$ cat src/rtl/wdog_pkg.sv
package wdog_pkg;

  // ************************************************************
  // register map (byte addresses, 32-bit aligned words)
  // ************************************************************
  localparam logic [11:0] SERVICE_OFS = 12'h000;
  localparam logic [11:0] OPTION_OFS  = 12'h004;
  localparam logic [11:0] TESTREG_OFS = 12'h008;
  localparam logic [11:0] STATUS_OFS  = 12'h00C;

  localparam logic [7:0] ARM_VAL   = 8'h55;
  localparam logic [7:0] CLEAR_VAL = 8'hAA;

  // option fields: rate in [1:0], monitor enable in [2]
  localparam int RATE_LO_POS = 0;
  localparam int RATE_HI_POS = 1;
  localparam int MON_EN_POS  = 2;
  localparam int RST_DIS_POS = 0;

  // ************************************************************
  // timing
  // ************************************************************
  localparam int          PRESCALE_DEFAULT = 32768;
  localparam logic [2:0]  DRIVE_LAST  = 3'h3;
  localparam logic [2:0]  SAMPLE_LAST = 3'h3;
  localparam logic [6:0]  WIN_LAST    = 7'h40;
  localparam logic [6:0]  DIV_RATE0   = 7'h01;
  localparam logic [6:0]  DIV_RATE1   = 7'h04;
  localparam logic [6:0]  DIV_RATE2   = 7'h10;
  localparam logic [6:0]  DIV_RATE3   = 7'h40;

  typedef enum logic [1:0] {
    ST_IDLE  = 2'b00,
    ST_DRIVE = 2'b01,
    ST_WAIT  = 2'b10,
    ST_HOLD  = 2'b11
  } seq_type;

  typedef enum logic [1:0] {
    VEC_NORMAL = 2'b00,
    VEC_WDOG   = 2'b01,
    VEC_CMON   = 2'b10
  } vec_type;

  typedef struct packed {
    logic [1:0]  sync_sm;
    logic [1:0]  sync_cfg;
    logic [1:0]  sync_cm;
    logic [1:0]  sync_pin;
    seq_type     fsm;
    logic [2:0]  cnt;
    logic [14:0] presc;
    logic [6:0]  div;
    logic        armed;
    logic [1:0]  rate;
    logic        rate_done;
    logic [6:0]  win;
    logic        mon_en;
    logic        rst_dis;
    logic        special;
    logic        wd_en;
    logic        wd_pend;
    logic        cm_pend;
    logic        ext;
    vec_type     vec;
    logic        vec_valid;
    logic        pin_out;
    logic        oe_n;
    logic        sysrst;
    logic        pready;
    logic        pslverr;
    logic [31:0] prdata;
  } state_type;

endpackage : wdog_pkg

$ cat src/rtl/watchdog_clock_monitor_reset.sv
// The placing of the registers and the APB interface to the registers were chosen for this implementation.
`timescale 1ns/1ps
module watchdog_clock_monitor_reset
  import wdog_pkg::*;
#(
  parameter int PRESCALE_PERIOD = PRESCALE_DEFAULT
) (
  input  wire logic        pclk,
  input  wire logic        presetn,
  input  wire logic        psel,
  input  wire logic        penable,
  input  wire logic        pwrite,
  input  wire logic [11:0] paddr,
  input  wire logic [31:0] pwdata,
  output logic      [31:0] prdata,
  output logic             pready,
  output logic             pslverr,
  input  wire logic        special_mode_pin,
  input  wire logic        watchdog_disable_cfg,
  input  wire logic        clock_monitor_fail,
  input  wire logic        reset_pin_in,
  output logic             reset_pin_out,
  output logic             reset_pin_oe_n,
  output logic             system_reset,
  output vec_type          vector_sel,
  output logic             vector_valid
);

  localparam logic [14:0] PRESC_LAST = 15'(PRESCALE_PERIOD - 1);

  // ************************************************************
  // state
  // ************************************************************
  state_type r;
  state_type n;

  logic       tick;
  logic       acc;
  logic       wr;
  logic       wd_to;
  logic       cm_to;
  logic       pin_low;
  logic       rate_ok;
  logic [6:0] div_sel;

  localparam state_type RESET_STATE = '{
    sync_sm:   2'h0,
    sync_cfg:  2'h0,
    sync_cm:   2'h0,
    sync_pin:  2'h0,
    fsm:       ST_DRIVE,
    cnt:       3'h0,
    presc:     15'h0000,
    div:       7'h00,
    armed:     1'b0,
    rate:      2'h0,
    rate_done: 1'b0,
    win:       7'h00,
    mon_en:    1'b0,
    rst_dis:   1'b1,
    special:   1'b0,
    wd_en:     1'b0,
    wd_pend:   1'b0,
    cm_pend:   1'b0,
    ext:       1'b0,
    vec:       VEC_NORMAL,
    vec_valid: 1'b0,
    pin_out:   1'b0,
    oe_n:      1'b0,
    sysrst:    1'b1,
    pready:    1'b0,
    pslverr:   1'b0,
    prdata:    32'h0000_0000
  };

  // ************************************************************
  // next state
  // ************************************************************
  always_comb begin
    n = r;
    n.sync_sm  = {r.sync_sm[0], special_mode_pin};
    n.sync_cfg = {r.sync_cfg[0], watchdog_disable_cfg};
    n.sync_cm  = {r.sync_cm[0], clock_monitor_fail};
    n.sync_pin = {r.sync_pin[0], reset_pin_in};
    pin_low    = ~r.sync_pin[1];

    // prescaler is never cleared by servicing
    tick    = (r.presc == PRESC_LAST);
    n.presc = tick ? 15'h0000 : r.presc + 15'h0001;

    case (r.rate)
      2'b00:   div_sel = DIV_RATE0;
      2'b01:   div_sel = DIV_RATE1;
      2'b10:   div_sel = DIV_RATE2;
      default: div_sel = DIV_RATE3;
    endcase

    // the first tick after a clear may come almost at once, so one
    // extra tick is counted: never short, at most one tick long
    wd_to = r.wd_en & ~r.rst_dis & tick & (r.div == div_sel);
    cm_to = r.mon_en & ~r.rst_dis & r.sync_cm[1];

    // bus: one wait state, answer registered
    acc       = psel & penable & r.pready;
    wr        = acc & pwrite & (r.fsm == ST_IDLE);
    n.pready  = psel & penable & ~r.pready;
    n.pslverr = 1'b0;
    n.prdata  = 32'h0000_0000;
    if (psel & penable & ~r.pready) begin
      if (paddr == SERVICE_OFS) begin
        n.prdata = 32'h0000_0000;
      end else if (paddr == OPTION_OFS) begin
        n.prdata[RATE_HI_POS:RATE_LO_POS] = r.rate;
        n.prdata[MON_EN_POS] = r.mon_en;
      end else if (paddr == TESTREG_OFS) begin
        n.prdata[RST_DIS_POS] = r.rst_dis;
      end else if (paddr == STATUS_OFS) begin
        n.prdata[5:0] = {r.vec_valid, r.vec, r.ext, r.cm_pend, r.wd_pend};
      end else begin
        n.pslverr = 1'b1;
      end
    end

    rate_ok = r.special | (~r.rate_done & (r.win < WIN_LAST));

    case (r.fsm)
      ST_IDLE: begin
        if (r.win != WIN_LAST) begin
          n.win = r.win + 7'h01;
        end
        if (r.wd_en & tick) begin
          n.div = r.div + 7'h01;
        end
        if (wr && paddr == SERVICE_OFS) begin
          if (pwdata[7:0] == ARM_VAL) begin
            n.armed = 1'b1;
          end else if (pwdata[7:0] == CLEAR_VAL && r.armed) begin
            n.armed = 1'b0;
            n.div   = 7'h00;
          end
          // an unarmed clear, or any other value, changes nothing
        end
        if (wr && paddr == OPTION_OFS) begin
          n.mon_en = pwdata[MON_EN_POS];
          if (rate_ok) begin
            n.rate      = pwdata[RATE_HI_POS:RATE_LO_POS];
            n.rate_done = 1'b1;
          end
        end
        if (wr && paddr == TESTREG_OFS) begin
          n.rst_dis = r.special & pwdata[RST_DIS_POS];
        end
        if (wd_to | cm_to | pin_low) begin
          // every cause takes the same path
          n.fsm       = ST_DRIVE;
          n.cnt       = 3'h0;
          n.oe_n      = 1'b0;
          n.sysrst    = 1'b1;
          n.vec_valid = 1'b0;
          n.wd_pend   = wd_to;
          n.cm_pend   = cm_to;
          n.ext       = 1'b0;
          n.armed     = 1'b0;
          n.div       = 7'h00;
          n.rate      = 2'h0;
          n.rate_done = 1'b0;
          n.mon_en    = 1'b0;
        end
      end
      ST_DRIVE: begin
        if (r.cnt != DRIVE_LAST) begin
          n.cnt = r.cnt + 3'h1;
        end else if (!(r.cm_pend & r.sync_cm[1])) begin
          // a persisting clock fault keeps the pin low
          n.fsm  = ST_WAIT;
          n.cnt  = 3'h0;
          n.oe_n = 1'b1;
        end
      end
      ST_WAIT: begin
        // two synchroniser stages are added to the two cycles so the
        // level seen is the pin two cycles after release
        if (r.cnt != SAMPLE_LAST) begin
          n.cnt = r.cnt + 3'h1;
        end else begin
          n.fsm = ST_HOLD;
          n.ext = pin_low;
          if (pin_low) begin
            n.wd_pend = 1'b0;
            n.cm_pend = 1'b0;
            n.vec     = VEC_NORMAL;
          end else if (r.cm_pend) begin
            n.vec = VEC_CMON;
          end else if (r.wd_pend) begin
            n.vec = VEC_WDOG;
          end else begin
            n.vec = VEC_NORMAL;
          end
        end
      end
      default: begin
        // wait for the external source to let go
        if (!pin_low) begin
          n.fsm       = ST_IDLE;
          n.sysrst    = 1'b0;
          n.vec_valid = 1'b1;
          n.special   = r.sync_sm[1];
          n.rst_dis   = r.sync_sm[1];
          n.wd_en     = ~r.sync_cfg[1];
          n.win       = 7'h00;
          n.div       = 7'h00;
        end
      end
    endcase
  end

  // ************************************************************
  // registers
  // ************************************************************
  always_ff @(posedge pclk or negedge presetn) begin
    if (!presetn) begin
      r <= RESET_STATE;
    end else begin
      r <= n;
    end
  end

  assign prdata         = r.prdata;
  assign pready         = r.pready;
  assign pslverr        = r.pslverr;
  assign reset_pin_out  = r.pin_out;
  assign reset_pin_oe_n = r.oe_n;
  assign system_reset   = r.sysrst;
  assign vector_sel     = r.vec;
  assign vector_valid   = r.vec_valid;

endmodule : watchdog_clock_monitor_reset

$ cat config.mk
export PLATFORM = sky130hd
export DESIGN_NAME = watchdog_clock_monitor_reset
export DESIGN_NICKNAME = d
export VERILOG_FILES = /design/src/rtl/wdog_pkg.sv /design/src/rtl/watchdog_clock_monitor_reset.sv
export SDC_FILE = /design/constraint.sdc
export NUM_CORES = 1
export LEC_CHECK = 0
export BUFFER_PORTS_ARGS = -buffer_cell sky130_fd_sc_hd__buf_2
export CAP_MARGIN = 20
export CORE_ASPECT_RATIO = 1.75
export CORE_MARGIN = 2
export CORE_UTILIZATION = 40
export CTS_CLUSTER_DIAMETER = 100
export DETAILED_ROUTE_END_ITERATION = 10
export GPL_TIMING_DRIVEN = 0
export HOLD_SLACK_MARGIN = 0.1
export PLACE_DENSITY = 0.63
export SYNTH_ARGS = -nofsm -noshare
export SYNTH_HDL_FRONTEND = slang
export SYNTH_SLANG_ARGS = --single-unit
$ cat constraint.sdc
create_clock -name pclk -period 2.8 [get_ports pclk]
set_clock_uncertainty 0.15 [all_clocks]
set_input_delay 0.14 -clock pclk [delete_from_list [all_inputs] [get_ports pclk]]
set_output_delay 0.14 -clock pclk [all_outputs]
set_load 0.05 [all_outputs]
==> impl_results.md <==
* Via count at 3032
* Most common cell after layout, fill and taps aside: dfrtp_1
* IO Pins at 93
* Worst hold path class: in -> reg
* Worst Path Max Fanout at 10
* Post-synthesis sequential area ratio at 44.5%
* Post-route clock period utilization at 94.6%
* Dpl cells at 567
* Area growth syn-to-layout at 24.1%
* EDFF count, synth at 0
* Share of cells above drive strength 1 at 23.7%
* Synth Area in XOR/XNOR at 2.82%
* Yosys top cell by area: dfrtp_1
* Area of the multi-input gates at 0.00178 mm²
* Layout fillers at 820
* Post-DP HPWL at 6080 µm
* Max clock buf depth at 2
* TritonCTS clock tree: built
* Max incr delay on CP at 0.60 ns
* GRT Util Overall at 17.5%
* Mapped Cells at 381
* Synth top area share at 42.4%
* Adder-Cell Fraction of Synth Area at 4.03%
* Most Used Layer, Global Route: met2
* Final Hold Viols at 0
* Status: finished clean
* Clock Root Buffer: clkbuf_16
* Vias in the first global route at 3071
* Antenna viol nets, final at 0
* Worst path slowest cell: or4_4
* R2R cell count at 7
* Reg2reg end: r[84]$_DFFE_PN0P_
* Final net count at 536
* Worst Min Path Start: paddr[3]
* Fmax at 378 MHz
* RSZ-0062 raised after global routing: no
* Leak at 0.00223 µW
* Setup TNS at 0 ns
* Hold EP: prdata[5]$_DFF_PN0_
* Worst Path Class, Setup: reg -> reg
* Worst hold margin at 0.102 ns
* Required @ worst endpoint at 2.86 ns
* Seq cells post-synth at 66
* Seq. cell area at 0.00166 mm²
* Core Rows at 46
* Port Buf Inserts at 40
* Nature of the critical path endpoint: flop
* Max-slew violations at 0
* Post-DR wirelength/cell at 14.0 µm
* Ys Warns at 0
* Slew margin rel. at 44.1%
* Main combinational cell family by area after synthesis: simple AND/OR/NAND/NOR gates
* # setup viols final at 0
* Worst skew pair latency at 0.33 ns
* Pwr per Cell Area at 702 mW/mm²
* Htree depth at 3
* Area contributors post-synth: dfrtp_1, buf_4, ha_1
* Global Route met2 Usage at 31.9%
* Min cycle time layout at 2.65 ns
* Grt met1 use at 18.5%
* Clk sinks at 66
* Core area at 0.00904 mm²
* Ys flop type: dfrtp_1
* CTS Buf Count at 9
* Final Non-Filler Cells at 596
* Global routing met3 resource utilization at 3.43%
* Synthesized area per cell at 9.77 µm²
* Die footprint at 0.0101 mm²
* Reg2reg start: r[65]$_DFF_PN0_
* Max IR drop VDD at 0.369 mV
* Hold path cells at 2
* Synth Area in Simple Gates at 20.4%
* Pin count of the biggest net entering global routing at 67
* Most frequent cells in the layout: dfrtp_1, buf_2, buf_4
* CP startpoint kind: flop
* Drt pass-1 iters at 4
* Ant diodes at 0
* Setup Buffers After CTS at 0
* Initial antenna violation count at 0
* Cells along the critical path: ha_1, nand3_2, or4_4, a2111oi_4, buf_4, o21ai_1, a221o_1
* Worst Tran Pin Value at 0.839 ns
* Total gr overflow at 0
* Chip width at 76.9 µm
* Die Ht at 132 µm
* Initial DRC count at 123
* Flop2flop setup slack at 0.15 ns
* Mapped Area at 0.00372 mm²
* Vias per inst at 5.09
* Total wire length at 8350 µm
* Initial core utilization at 41.2%
* Reg clk slew, reported paths at 0.05 ns
* Post-synthesis mux area share at 4.51%
* Post-synthesis compound-gate area fraction at 12.9%
* Synth cell types at 62
* Asr flop ratio synth at 100%
* Gpl congestion at 0.860
* First-pass GRT wire length at 14200 µm
* Max_cap viols at 0
* Worst EP arrival at 2.71 ns
* Drt drc at 0
cell usage after synthesis, types with 5 or more instances:
cell type,n
a21o_1,5
a21oi_1,7
and3_1,11
buf_4,36
clkbuf_1,8
dfrtp_1,63
ha_1,12
inv_1,17
mux2_2,6
mux2i_1,10
nand2_1,31
nand3_1,13
nand4_1,6
nor2_1,36
nor3_1,6
nor4_1,8
o21ai_0,21
o31ai_1,5
xnor2_1,8
worst max-delay path, delay by kind of cell (launching register included):
kind                     cells  cell delay [ns]
AO/OA/AOI/OAI                3             0.77
AND/OR/NAND/NOR              2             0.72
buffers and inverters        1             0.26
adder cells (fa/ha/maj)      1             0.24
flip-flops                   1             0.39
through the flow:
| step | total power, µW | setup slack [ns] | area [µm²] | util [%] |
|---|---|---|---|---|
| final | 3240 | 0.152 | 4620 | 51.1 |
| after global routing | 3440 | 0.0109 | 4620 | 51.1 |
| after CTS | 3270 | 0.104 | 4610 | 51.1 |
| after detailed placement | 2120 | -0.0327 | 4170 | 46.2 |
| after global placement | 2100 | -0.0106 | 4170 | 46.1 |
| after floorplan | 1860 | 0.413 | 3820 | - |
cells by family (layout without fill, tap and decap cells):
group           after synthesis  count (layout)
buf+inv                      64             133
fa+ha+maj                    12              12
simple gates                141             141
xor+xnor                     12              12
mux                          16              16
other cells                   1              27
compound gates               69              69
flops                        66              66
timing repair:
action / 4_1_cts / 5_1_grt
endpoints found under the setup margin: 3 / 1
gates resized for setup: 1 / 1
endpoints found under the hold margin: 76 / 0
hold buffers: 13 / 0
sequential cells by signal (all words and copies together), names as in the netlist:
signal and count:
n 4, prdata 6, pready 1, pslverr 1, r 49, reset_pin_oe_n 1
system_reset 1, vector_sel 2, vector_valid 1
cell type report:
cell class,instances,share of cell area (%)
plain buffers,46,7.18
clock buffers,14,5.72
clock inverters,2,0.759
inverters,18,1.46
multi-input cells,277,38.6
flip-flops and latches,66,35.9
well taps,120,3.25
repair buffers,53,7.21
where the power goes:
group / total (µW) / internal, µW / switching [µW]
Sequential: 1150 / 1060 / 83.1
Clock: 1120 / 736 / 387
Combinational: 971 / 334 / 637
Total: 3240 / 2140 / 1110
per-layer routing:
metal | wire length [µm] | share of wire [%]
met3 | 367 | 4.4
met1 | 3230 | 39
met2 | 4500 | 54
met5 | 0 | 0
met4 | 248 | 3.0
worst max path at each step:
stage | depth (start not counted) | slack (ns) | endpoint | start
after detailed placement | 8 | -0.03 | r[64]$_DFFE_PN0P_ | r[65]$_DFF_PN0_
after CTS | 7 | 0.10 | r[84]$_DFFE_PN0P_ | r[65]$_DFF_PN0_
final | 7 | 0.15 | r[84]$_DFFE_PN0P_ | r[65]$_DFF_PN0_
after global routing | 6 | 0.01 | r[76]$_DFF_PN0_ | r[65]$_DFF_PN0_
after floorplan | 7 | 0.41 | r[84]$_DFFE_PN0P_ | r[65]$_DFF_PN0_
after global placement | 7 | -0.01 | r[84]$_DFFE_PN0P_ | r[65]$_DFF_PN0_
No activity file was read; power rests on OpenSTA's default activity.
